$ cat config.mk
export PLATFORM = sky130hd
export DESIGN_NAME = bus_timeout_monitor
export DESIGN_NICKNAME = d
export VERILOG_FILES = /design/src/bus_timeout_pkg.sv /design/src/usec_timer.sv /design/src/bus_timeout_monitor.sv
export VERILOG_INCLUDE_DIRS = /design/src
export SDC_FILE = /design/constraint.sdc
export NUM_CORES = 1
export LEC_CHECK = 0
export BUFFER_PORTS_ARGS = -buffer_cell sky130_fd_sc_hd__buf_2
export CORE_MARGIN = 5
export CORE_UTILIZATION = 59
export DETAILED_ROUTE_END_ITERATION = 7
export PLACE_DENSITY = 0.9
export SETUP_SLACK_MARGIN = 0.05
export SYNTH_ARGS = -nofsm -noshare
export SYNTH_HDL_FRONTEND = slang
export SYNTH_SLANG_ARGS = --single-unit
$ cat constraint.sdc
create_clock -name mclk -period 2.6 [get_ports mclk]
set_clock_uncertainty 0.2 [all_clocks]
set_input_delay 0.13 -clock mclk [delete_from_list [all_inputs] [get_ports mclk]]
set_output_delay 0.13 -clock mclk [all_outputs]
set_load 0.03 [all_outputs]
$ cat src/bus_timeout_params.svh
`ifndef BUS_TIMEOUT_PARAMS_SVH
`define BUS_TIMEOUT_PARAMS_SVH

// ----------------------------------------
// Time base
// ----------------------------------------
`define MCLK_PERIOD_NS      4
`define USEC_NS             1000
`define USEC_CYCLES         (`USEC_NS / `MCLK_PERIOD_NS)
`define PRESCALE_W          8

// ----------------------------------------
// Limits in microseconds
// ----------------------------------------
`define LIMIT_W             9
`define LPB_LIMIT_0_US      9'h008
`define LPB_LIMIT_1_US      9'h040
`define LPB_LIMIT_2_US      9'h100
`define PROC_LIMIT_0_US     9'h008
`define PROC_LIMIT_1_US     9'h010
`define PROC_LIMIT_2_US     9'h020
`define PROC_LIMIT_3_US     9'h040

// ----------------------------------------
// Select codes and error strobe
// ----------------------------------------
`define LPB_SEL_INFINITE    2'h3
`define TEA_PULSE_CYCLES    3'h2
`define SYNC_STAGES         3

`endif

$ cat src/bus_timeout_pkg.sv
package bus_timeout_pkg;

    typedef struct packed {
        logic       enable;
        logic [1:0] period_sel;
    } proc_ctrl_t;

    typedef struct packed {
        logic       enable;
        logic [1:0] limit_sel;
    } lpb_ctrl_t;

    // Bus pins, all active low except routing flags
    typedef struct packed {
        logic data_bus_busy_n;
        logic transfer_ack_n;
        logic transfer_error_ack_n;
        logic transfer_retry_n;
        logic access_to_lpb;
        logic lpb_access_n;
        logic lpb_ack_n;
        logic lpb_error_ack_n;
        logic lpb_vme_bound;
    } bus_pins_t;

    typedef enum logic [1:0] {
        ST_IDLE  = 2'b00,
        ST_COUNT = 2'b01,
        ST_DRIVE = 2'b10,
        ST_WAIT  = 2'b11
    } mon_state_t;

endpackage : bus_timeout_pkg

$ cat src/usec_timer.sv
`timescale 1ns/1ns
`default_nettype none
`include "bus_timeout_params.svh"

module usec_timer (
    input  wire logic                mclk,
    input  wire logic                reset,
    input  wire logic                run,
    input  wire logic                clear,
    input  wire logic                usec_tick,
    input  wire logic [`LIMIT_W-1:0] limit_us,
    input  wire logic                infinite,
    output var  logic                expired_reg
);

    logic [`LIMIT_W-1:0] count_reg;

    // ----------------------------------------
    // Microsecond count
    // ----------------------------------------
    always_ff @(posedge mclk or posedge reset) begin
        if (reset) begin
            count_reg <= 9'h000;
        end else if (clear || !run) begin
            count_reg <= 9'h000;
        end else if (usec_tick && count_reg != limit_us) begin
            count_reg <= count_reg + 9'h001;
        end
    end

    // Infinite limit never expires; first partial microsecond may be short
    always_ff @(posedge mclk or posedge reset) begin
        if (reset) begin
            expired_reg <= 1'b0;
        end else begin
            expired_reg <= run && !clear && !infinite && (count_reg == limit_us);
        end
    end

endmodule : usec_timer
`default_nettype wire

$ cat src/bus_timeout_monitor.sv
// Behaviour
// - Enabled processor timer starts on bus busy
// - Unterminated cycle at timeout gets error acknowledge
// - Processor timer idle for local peripheral accesses
// - Local bus overrun gets error acknowledge
// - Local limit: 8, 64, 256 us, infinite
// - Local timer ignores VMEbus bound cycles
//
`timescale 1ns/1ns
`default_nettype none
`include "bus_timeout_params.svh"

module bus_timeout_monitor
    import bus_timeout_pkg::*;
(
    input  wire logic       mclk,
    input  wire logic       reset,
    input  wire proc_ctrl_t proc_bus_timer_control,
    input  wire lpb_ctrl_t  lpb_timer_control,
    input  wire bus_pins_t  pins_in,
    output var  logic       transfer_error_ack_n_o,
    output var  logic       transfer_error_ack_n_oe,
    output var  logic       lpb_error_ack_n_o,
    output var  logic       lpb_error_ack_n_oe,
    output var  logic       proc_timeout_pulse,
    output var  logic       lpb_timeout_pulse
);

    localparam int PIN_W = $bits(bus_pins_t);

    // ----------------------------------------
    // Decode helpers
    // ----------------------------------------
    function automatic logic [`LIMIT_W-1:0] lpb_limit(input logic [1:0] sel);
        case (sel)
            2'h0:    lpb_limit = `LPB_LIMIT_0_US;
            2'h1:    lpb_limit = `LPB_LIMIT_1_US;
            2'h2:    lpb_limit = `LPB_LIMIT_2_US;
            // Shortest limit here, so a lost infinite flag shows up fast
            default: lpb_limit = `LPB_LIMIT_0_US;
        endcase
    endfunction : lpb_limit

    function automatic logic [`LIMIT_W-1:0] proc_limit(input logic [1:0] sel);
        case (sel)
            2'h0:    proc_limit = `PROC_LIMIT_0_US;
            2'h1:    proc_limit = `PROC_LIMIT_1_US;
            2'h2:    proc_limit = `PROC_LIMIT_2_US;
            default: proc_limit = `PROC_LIMIT_3_US;
        endcase
    endfunction : proc_limit

    // ----------------------------------------
    // Pin synchronisers
    // ----------------------------------------
    // Pins idle high except the routing flags, so reset to the idle pattern
    localparam bus_pins_t PINS_IDLE = '{
        data_bus_busy_n:      1'b1,
        transfer_ack_n:       1'b1,
        transfer_error_ack_n: 1'b1,
        transfer_retry_n:     1'b1,
        access_to_lpb:        1'b0,
        lpb_access_n:         1'b1,
        lpb_ack_n:            1'b1,
        lpb_error_ack_n:      1'b1,
        lpb_vme_bound:        1'b0
    };

    logic [PIN_W-1:0] sync1_reg;
    logic [PIN_W-1:0] sync2_reg;
    logic [PIN_W-1:0] sync3_reg;
    logic [PIN_W-1:0] filt_reg;
    bus_pins_t        pins;

    genvar gi;
    generate
        for (gi = 0; gi < PIN_W; gi++) begin : g_sync
            always_ff @(posedge mclk or posedge reset) begin
                if (reset) begin
                    sync1_reg[gi] <= PINS_IDLE[gi];
                    sync2_reg[gi] <= PINS_IDLE[gi];
                    sync3_reg[gi] <= PINS_IDLE[gi];
                    filt_reg[gi]  <= PINS_IDLE[gi];
                end else begin
                    sync1_reg[gi] <= pins_in[gi];
                    sync2_reg[gi] <= sync1_reg[gi];
                    sync3_reg[gi] <= sync2_reg[gi];
                    // Accept a change only once two stages agree
                    if (sync2_reg[gi] == sync3_reg[gi]) begin
                        filt_reg[gi] <= sync3_reg[gi];
                    end
                end
            end
        end
    endgenerate

    assign pins = bus_pins_t'(filt_reg);

    // ----------------------------------------
    // Microsecond time base
    // ----------------------------------------
    logic [`PRESCALE_W-1:0] prescale_reg;
    logic                   usec_tick_reg;

    always_ff @(posedge mclk or posedge reset) begin
        if (reset) begin
            prescale_reg  <= 8'h00;
            usec_tick_reg <= 1'b0;
        end else if (prescale_reg == `PRESCALE_W'(`USEC_CYCLES - 1)) begin
            prescale_reg  <= 8'h00;
            usec_tick_reg <= 1'b1;
        end else begin
            prescale_reg  <= prescale_reg + 8'h01;
            usec_tick_reg <= 1'b0;
        end
    end

    // ----------------------------------------
    // Processor bus timeout
    // ----------------------------------------
    mon_state_t proc_state_reg;
    logic [2:0] proc_pulse_reg;
    logic       proc_expired;
    logic       proc_busy;
    logic       proc_term;

    assign proc_busy = !pins.data_bus_busy_n;
    assign proc_term = !pins.transfer_ack_n || !pins.transfer_error_ack_n
                       || !pins.transfer_retry_n;

    usec_timer u_proc_timer (
        .mclk        (mclk),
        .reset       (reset),
        .run         (proc_state_reg == ST_COUNT),
        .clear       (proc_term || !proc_busy || pins.access_to_lpb),
        .usec_tick   (usec_tick_reg),
        .limit_us    (proc_limit(proc_bus_timer_control.period_sel)),
        .infinite    (1'b0),
        .expired_reg (proc_expired)
    );

    always_ff @(posedge mclk or posedge reset) begin
        if (reset) begin
            proc_state_reg <= ST_IDLE;
            proc_pulse_reg <= 3'h0;
        end else begin
            case (proc_state_reg)
                ST_IDLE: begin
                    if (proc_bus_timer_control.enable && proc_busy
                        && !pins.access_to_lpb && !proc_term) begin
                        proc_state_reg <= ST_COUNT;
                    end
                end
                ST_COUNT: begin
                    if (pins.access_to_lpb) begin
                        proc_state_reg <= ST_IDLE;
                    end else if (proc_term || !proc_busy
                                 || !proc_bus_timer_control.enable) begin
                        proc_state_reg <= ST_IDLE;
                    end else if (proc_expired) begin
                        proc_state_reg <= ST_DRIVE;
                        proc_pulse_reg <= `TEA_PULSE_CYCLES;
                    end
                end
                ST_DRIVE: begin
                    proc_pulse_reg <= proc_pulse_reg - 3'h1;
                    if (proc_pulse_reg == 3'h1) begin
                        proc_state_reg <= ST_WAIT;
                    end
                end
                ST_WAIT: begin
                    // Hold off until the master drops busy, else we retrigger
                    if (!proc_busy) begin
                        proc_state_reg <= ST_IDLE;
                    end
                end
                default: proc_state_reg <= ST_IDLE;
            endcase
        end
    end

    always_ff @(posedge mclk or posedge reset) begin
        if (reset) begin
            transfer_error_ack_n_o  <= 1'b1;
            transfer_error_ack_n_oe <= 1'b0;
            proc_timeout_pulse      <= 1'b0;
        end else begin
            transfer_error_ack_n_o  <= 1'b0;
            transfer_error_ack_n_oe <= (proc_state_reg == ST_DRIVE);
            proc_timeout_pulse      <= (proc_state_reg == ST_COUNT) && proc_expired
                                       && !pins.access_to_lpb && !proc_term
                                       && proc_busy && proc_bus_timer_control.enable;
        end
    end

    // ----------------------------------------
    // Local peripheral bus timeout
    // ----------------------------------------
    mon_state_t lpb_state_reg;
    logic [2:0] lpb_pulse_reg;
    logic       lpb_expired;
    logic       lpb_busy;
    logic       lpb_term;

    assign lpb_busy = !pins.lpb_access_n;
    assign lpb_term = !pins.lpb_ack_n || !pins.lpb_error_ack_n;

    usec_timer u_lpb_timer (
        .mclk        (mclk),
        .reset       (reset),
        .run         (lpb_state_reg == ST_COUNT),
        .clear       (lpb_term || !lpb_busy || pins.lpb_vme_bound),
        .usec_tick   (usec_tick_reg),
        .limit_us    (lpb_limit(lpb_timer_control.limit_sel)),
        .infinite    (lpb_timer_control.limit_sel == `LPB_SEL_INFINITE),
        .expired_reg (lpb_expired)
    );

    always_ff @(posedge mclk or posedge reset) begin
        if (reset) begin
            lpb_state_reg <= ST_IDLE;
            lpb_pulse_reg <= 3'h0;
        end else begin
            case (lpb_state_reg)
                ST_IDLE: begin
                    if (lpb_timer_control.enable && lpb_busy
                        && !pins.lpb_vme_bound && !lpb_term) begin
                        lpb_state_reg <= ST_COUNT;
                    end
                end
                ST_COUNT: begin
                    if (pins.lpb_vme_bound) begin
                        lpb_state_reg <= ST_IDLE;
                    end else if (lpb_term || !lpb_busy || !lpb_timer_control.enable) begin
                        lpb_state_reg <= ST_IDLE;
                    end else if (lpb_expired) begin
                        lpb_state_reg <= ST_DRIVE;
                        lpb_pulse_reg <= `TEA_PULSE_CYCLES;
                    end
                end
                ST_DRIVE: begin
                    lpb_pulse_reg <= lpb_pulse_reg - 3'h1;
                    if (lpb_pulse_reg == 3'h1) begin
                        lpb_state_reg <= ST_WAIT;
                    end
                end
                ST_WAIT: begin
                    if (!lpb_busy) begin
                        lpb_state_reg <= ST_IDLE;
                    end
                end
                default: lpb_state_reg <= ST_IDLE;
            endcase
        end
    end

    always_ff @(posedge mclk or posedge reset) begin
        if (reset) begin
            lpb_error_ack_n_o  <= 1'b1;
            lpb_error_ack_n_oe <= 1'b0;
            lpb_timeout_pulse  <= 1'b0;
        end else begin
            lpb_error_ack_n_o  <= 1'b0;
            lpb_error_ack_n_oe <= (lpb_state_reg == ST_DRIVE);
            lpb_timeout_pulse  <= (lpb_state_reg == ST_COUNT) && lpb_expired
                                  && !pins.lpb_vme_bound && !lpb_term
                                  && lpb_busy && lpb_timer_control.enable;
        end
    end

endmodule : bus_timeout_monitor
`default_nettype wire

# Yosys cells after proc, flatten, opt, wreduce, memory -nomap -nowiden
# Index checks and enable logic that the tools add are counted.
[totals]
input_bits = 17
wordCells = 190
reg_bits = 80
output_inout_bits = 6
[classes]
n_eq_ne = 41
mux = 30
reduce_logical = 63
n_addsub = 5
[ops]
columns = ["operator", "n"]
rows = [
  ["2-to-1 mux 9 bit", 4],
  ["2-to-1 mux 2 bit", 12],
  ["!= test 2 bit (second input constant)", 12],
  ["logical AND 1 bit", 23],
  ["one-hot mux 7 bit (3 select lines)", 1],
  ["adder 9 x 1 -> 9 bit (second input constant)", 2],
  ["logical NOT 1 bit", 18],
  ["2-to-1 mux 3 bit", 6],
  ["one-hot mux 9 bit (2 select lines)", 1],
  ["one-hot mux 2 bit (4 select lines)", 2],
  ["AND reduction 4 bit", 4],
  ["equality test 2 bit (second input constant)", 7],
  ["one-hot mux 3 bit (2 select lines)", 2],
  ["logical OR 1 bit", 11],
  ["equality test 1 bit", 9],
  ["equality test 9 x 7 -> 1 bit", 1],
  ["equality test 9 bit", 1],
  ["!= test 9 x 7 -> 1 bit", 1],
  ["!= test 9 bit", 1],
  ["adder 8 x 1 -> 8 bit (second input constant)", 1],
  ["equality test 2 x 1 -> 1 bit (second input constant)", 4],
  ["equality test 8 bit (second input constant)", 1],
  ["2-to-1 mux 8 bit", 1],
  ["!= test 4 bit (second input constant)", 2],
  ["5 further kinds", 12],
]

# Logic depth before layout (Yosys ltp)
[depth]
word_depth = 8
depth_mapped = 7
depth_no_buf = 7

# Modules after synthesis
# From an unflattened synthesis, not the netlist that was laid out.
[hier_totals]
cells_unflattened = 305
hier_area_um2 = 3557.2
[modules_own_cells]
columns = ["module", "cells_per_inst", "seq_area_each_um2", "area_each_um2", "n_inst"]
rows = [
  ["bus_timeout_monitor", 173, 1537.7, 2303.5, 1],
  ["usec_timer", 66, 250.2, 626.9, 2],
]

# Least setup slack after synthesis
# No wires, ideal clock.
[synth_path]
kind = "reg2reg"
start = "register filt_reg[5]"
end = "register proc_pulse_reg[0]"
setup_ps = 125
arrival_time_ps = 1376
path_stages_with_launch = 7
period_less_slack_ps = 1701
path_slack_ps = 899
path_buffers = 1
required_time_ps = 2275
path_cell_list = "dfstp_2 -> nand4b_4 -> nor3b_2 -> and3_1 -> buf_4 -> nor2_2 -> mux2_4"
[synth_between]
elab_chain_cells = 6
[synth_lines]
columns = ["element", "line_no", "text"]
rows = [
  ["start: declaration", "bus_timeout_monitor.sv:72", "logic [PIN_W-1:0] filt_reg;"],
  ["start signal: indexed assignment", "bus_timeout_monitor.sv:83", "filt_reg[gi] <= PINS_IDLE[gi];"],
  ["start signal: indexed assignment", "bus_timeout_monitor.sv:90", "filt_reg[gi] <= sync3_reg[gi];"],
  ["logical NOT 1 bit", "bus_timeout_monitor.sv:129", "|| !pins.transfer_retry_n;"],
  ["logical OR 1 bit", "bus_timeout_monitor.sv:129", ""],
  ["logical OR 1 bit", "bus_timeout_monitor.sv:157", "end else if (proc_term || !proc_busy"],
  ["logical OR 1 bit", "bus_timeout_monitor.sv:158", "|| !proc_bus_timer_control.enable) begin"],
  ["!= test 2 bit (no line)", "--", ""],
  ["AND reduction 4 bit (no line)", "--", ""],
  ["end signal: assignment", "bus_timeout_monitor.sv:162", "proc_pulse_reg <= `TEA_PULSE_CYCLES;"],
  ["end signal: assignment", "bus_timeout_monitor.sv:166", "proc_pulse_reg <= proc_pulse_reg - 3'h1;"],
  ["end: declaration", "bus_timeout_monitor.sv:122", "logic [2:0] proc_pulse_reg;"],
]
# Every way passes these cells.
# A chain may end at the register's enable or synchronous reset.

# Final worst setup path
[layout_path]
start = "register filt_reg[2]"
end = "register lpb_pulse_reg[0]"
[layout_between]
elab_chain_cells = 6
[layout_lines]
columns = ["element", "line_no", "text"]
rows = [
  ["logical NOT 1 bit", "bus_timeout_monitor.sv:206", "assign lpb_term = !pins.lpb_ack_n || !pins.lpb_error_ack_n;"],
  ["logical OR 1 bit", "bus_timeout_monitor.sv:206", ""],
  ["logical OR 1 bit (2 in a row)", "bus_timeout_monitor.sv:234", "end else if (lpb_term || !lpb_busy || !lpb_timer_control.enable) begin"],
  ["!= test 2 bit (no line)", "--", ""],
  ["AND reduction 4 bit (no line)", "--", ""],
  ["end signal: assignment", "bus_timeout_monitor.sv:238", "lpb_pulse_reg <= `TEA_PULSE_CYCLES;"],
  ["end signal: assignment", "bus_timeout_monitor.sv:242", "lpb_pulse_reg <= lpb_pulse_reg - 3'h1;"],
  ["end: declaration", "bus_timeout_monitor.sv:200", "logic [2:0] lpb_pulse_reg;"],
]
# Every way passes these cells.

==> flow_metrics.py <==
metrics = {
    "power_and_ir_drop": {
        "net-switching-power_uw": 636,
        "p_leak_nw": 1.70,
        "power_mw": 2.80,
        "power.combinational.fraction_pct": 9.3,
        "power_density_nw_per_um2": 716,
        "p_sw_share_pct": 22.8,
        "power_share_of_the_sequential_group_pct": 50.0,
        "internal_power_mw": 2.16,
        "vdd_ir_drop_max_v": 0.000470,
        "p_clk_share_pct": 40.6,
    },
    "sta": {
        "max_clock_freq_ghz": 0.488,
        "setup-violations-final": 0,
        "setup_ws_ns": 0.551,
        "report.final.hold_viol_count": 0,
        "finalCriticalPeriod_ns": 2.05,
        "fin_worst_hold_slack_ns": 0.0749,
        "fin_crit_sh_pct": 78.8,
        "slew_violations": 0,
        "maxSlewHeadroom_pct": 65.8,
        "rsz0062_at_grt": "no",
        "setup-tns-final_ns": 0,
        "tightest_slew_ns": 0.510,
    },
    "floorplanning": {
        "die_x_um": 84.8,
        "row_count": 27,
        "floorplan.die_area_um2": 7200,
        "design.core.area_um2": 5470,
        "io-pin-count": 23,
        "starting_utilization_of_the_core_area_pct": 60.4,
        "die_height_um": 84.8,
    },
    "worst_setup_path": {
        "rr_worst_depth": 5,
        "start_kind": "register",
        "setup.worst_path.class": "register to register",
        "regToRegStartpoint": "filt_reg[2]",
        "reg2reg_to": "lpb_pulse_reg[0]",
        "critical_path.max_fanout": 11,
        "worst_setup_path_end_kind": "register",
        "worstPathRequired_ns": 2.64,
        "critical_path.slowest_cell": "sky130_fd_sc_hd__dfstp_2",
        "path_buf_inv": 0,
        "critical_path.cell_chain": "and4bb_1, nand3b_1, nor2_2, nor2_1, mux2_2",
        "cpPeakStageDelay_ns": 0.53,
        "critical_path_s_top_delay_family": "simple AND/OR/NAND/NOR gates",
        "worstPathArrival_ns": 2.09,
        "worst-r2r-setup-slack_ns": 0.55,
    },
    "grt": {
        "met2_usage_pct": 30.7,
        "grt_first_pass_wirelength_mm": 9.94,
        "global_route_congestion_overflow_total": 0,
        "grt_antenna_before_repair": 0,
        "gr-usage-all-layers_pct": 17.7,
        "met1_track_utilization_from_global_routing_pct": 21.2,
        "first_global_vias": 2192,
        "grt_use_met3_pct": 4.66,
        "maximum_number_of_pins_on_one_net_before_global_route_repair": 45,
        "grt-busiest-layer": "met2",
    },
    "yosys": {
        "synth.yosys.seq_area_share_pct": 61.7,
        "synth_warnings": 0,
        "netlist.area_leader.share_pct": 38.6,
        "mappedNetlistNets": 300,
        "synthesis.instances": 270,
        "synth_seq_cells": 80,
        "yosys.cell_types.count": 44,
        "postSynthAreaPerCell_um2": 12.2,
        "largest_cells_by_area_after_synthesis": "sky130_fd_sc_hd__dfrtp_1 39%, sky130_fd_sc_hd__dfstp_2 23%, sky130_fd_sc_hd__ha_1 4.9%",
        "synth_ff_type": "sky130_fd_sc_hd__dfrtp_1",
        "syn_area_um2": 3300,
        "synth.largest_area_cell": "sky130_fd_sc_hd__dfrtp_1",
        "synthArstFlopShare_pct": 100,
        "synth-edff-count": 0,
    },
    "clocking": {
        "cts_inserted_buffers": 9,
        "insertion_delay_ns": 0.35,
        "root_buffer": "sky130_fd_sc_hd__clkbuf_8",
        "htree_depth": 3,
        "cts_buffer_depth": 2,
        "clkTransAtPathRegs_ns": 0.08,
        "clock_sinks": 80,
        "cts_tree": "done",
    },
    "drt": {
        "ant_nets": 0,
        "remaining_drc_errors": 0,
        "first_pass_detailed_route_iteration_total": 4,
        "detailroute.via_count": 2058,
        "drt_iter0_markers": 82,
        "average_via_count_per_standard_cell": 5.26,
        "postRouteWirelength_mm": 5.59,
        "avgRoutedWirePerCell_um": 14.3,
    },
    "finish": {
        "antenna-diode-count": 0,
        "post-route-util_pct": 71.4,
        "num-nets-final": 344,
        "fillers": 348,
        "layout_cells_sized_above_1_pct": 26.0,
        "area_growth_pct": 18.3,
        "layout.cell_area.non_filler_um2": 3910,
        "layoutNonFillerInstCount": 391,
    },
    "place": {
        "detailed_place.area_um2": 3500,
        "numPlacedInstances": 361,
        "weighted_congestion_at_the_end_of_routability_driven_global_placement": 0.760,
        "place_worst_setup_slack_ns": 0.606,
        "port_buffers": 22,
        "dp.final_hpwl_mm": 3.71,
    },
    "min_path": {
        "whs_endpoint": "u_proc_timer.expired_reg",
        "min_from": "proc_bus_timer_control[1]",
        "timing.hold.worst.class": "input pin to register",
        "number_of_cells_traversed_by_the_worst_hold_path": 4,
    },
    "job": {
        "maxCapViolCount": 0,
    },
    "status": {
        "outcome": "complete, no violations",
    },
}
worst reg2reg max path: cells and delay by family, from the launching register on:
kind	cells	cell delay, ns
AND/OR/NAND/NOR	4	0.93
multiplexers	1	0.27
flip-flops	1	0.53
power groups by stage:
stage | logic (mW) | registers (mW) | clock network (mW)
2_1_floorplan | 0.165 | 1.42 | 0
3_3_place_gp | 0.232 | 1.41 | 0
3_5_place_dp | 0.249 | 1.42 | 0
4_1_cts | 0.266 | 1.40 | 1.16
5_1_grt | 0.293 | 1.41 | 1.22
6_report | 0.261 | 1.40 | 1.14
metal layers:
metal / share of wire (%) / vias up
met4: 1.5 / 0
met1: 42 / 1006
li1: - / 1001
met5: 0 / -
met3: 4.7 / 11
met2: 52 / 40
cell families (layout without fill, tap and decap cells):
group	Yosys count	count (layout)	synth area share, %
AO/OA/AOI/OAI	27	27	5.15
adder cells (fa/ha/maj)	22	22	7.65
AND/OR/NAND/NOR	93	93	15.3
flip-flops	80	80	61.7
XOR/XNOR	21	21	5.57
multiplexers	5	5	1.74
other	1	1	0.114
buffers and inverters	21	70	2.73
layout make-up:
type	instances	area, um2	share of cell area [%]
multi-input combinational	169	1170	30.1
tap	72	90.1	2.31
timing repair buffer	38	278	7.11
clock buffer	12	188	4.80
inverter	16	60.1	1.54
clock inverter	4	77.6	1.99
sequential	80	2040	52.2
Yosys cell counts (all sizes together), types with 7 or more instances:
| cell | n |
|---|---|
| maj3 | 9 |
| dfstp | 29 |
| nand4 | 9 |
| inv | 16 |
| dfrtp | 51 |
| ha | 13 |
| xor2 | 15 |
| a21oi | 11 |
| nand3 | 7 |
| nand2 | 21 |
| nor2 | 27 |
how the worst max path moves through the flow:
stage	from	cells past startpoint	slack, ns	endpoint
after floorplan	reset	1	0.27	async pin
after global placement	filt_reg[2]	5	0.64	lpb_pulse_reg[0]
after detailed placement	filt_reg[2]	5	0.61	lpb_pulse_reg[0]
after CTS	filt_reg[2]	5	0.60	lpb_pulse_reg[0]
after global routing	filt_reg[2]	5	0.41	lpb_pulse_reg[0]
final	filt_reg[2]	5	0.55	lpb_pulse_reg[0]
layout by cell type, fill, tap and decap left out, types with 11 or more instances in the layout:
cell and n:
sky130_fd_sc_hd__buf_2 22, sky130_fd_sc_hd__dlygate4sd3_1 14, sky130_fd_sc_hd__inv_1 15, sky130_fd_sc_hd__dfrtp_1 51, sky130_fd_sc_hd__nor2_1 25, sky130_fd_sc_hd__a21oi_1 11
sky130_fd_sc_hd__ha_1 13, sky130_fd_sc_hd__xor2_1 15, sky130_fd_sc_hd__dfstp_2 29, sky130_fd_sc_hd__nand2_1 21
repair_timing:
action / 4_1_cts / 5_1_grt
hold buffers: 14 / 0
buffers inserted: 0 / 0
gates resized for setup: 0 / 0
endpoints found under the hold margin: 79 / 0
(Power assumes the default switching activity.)
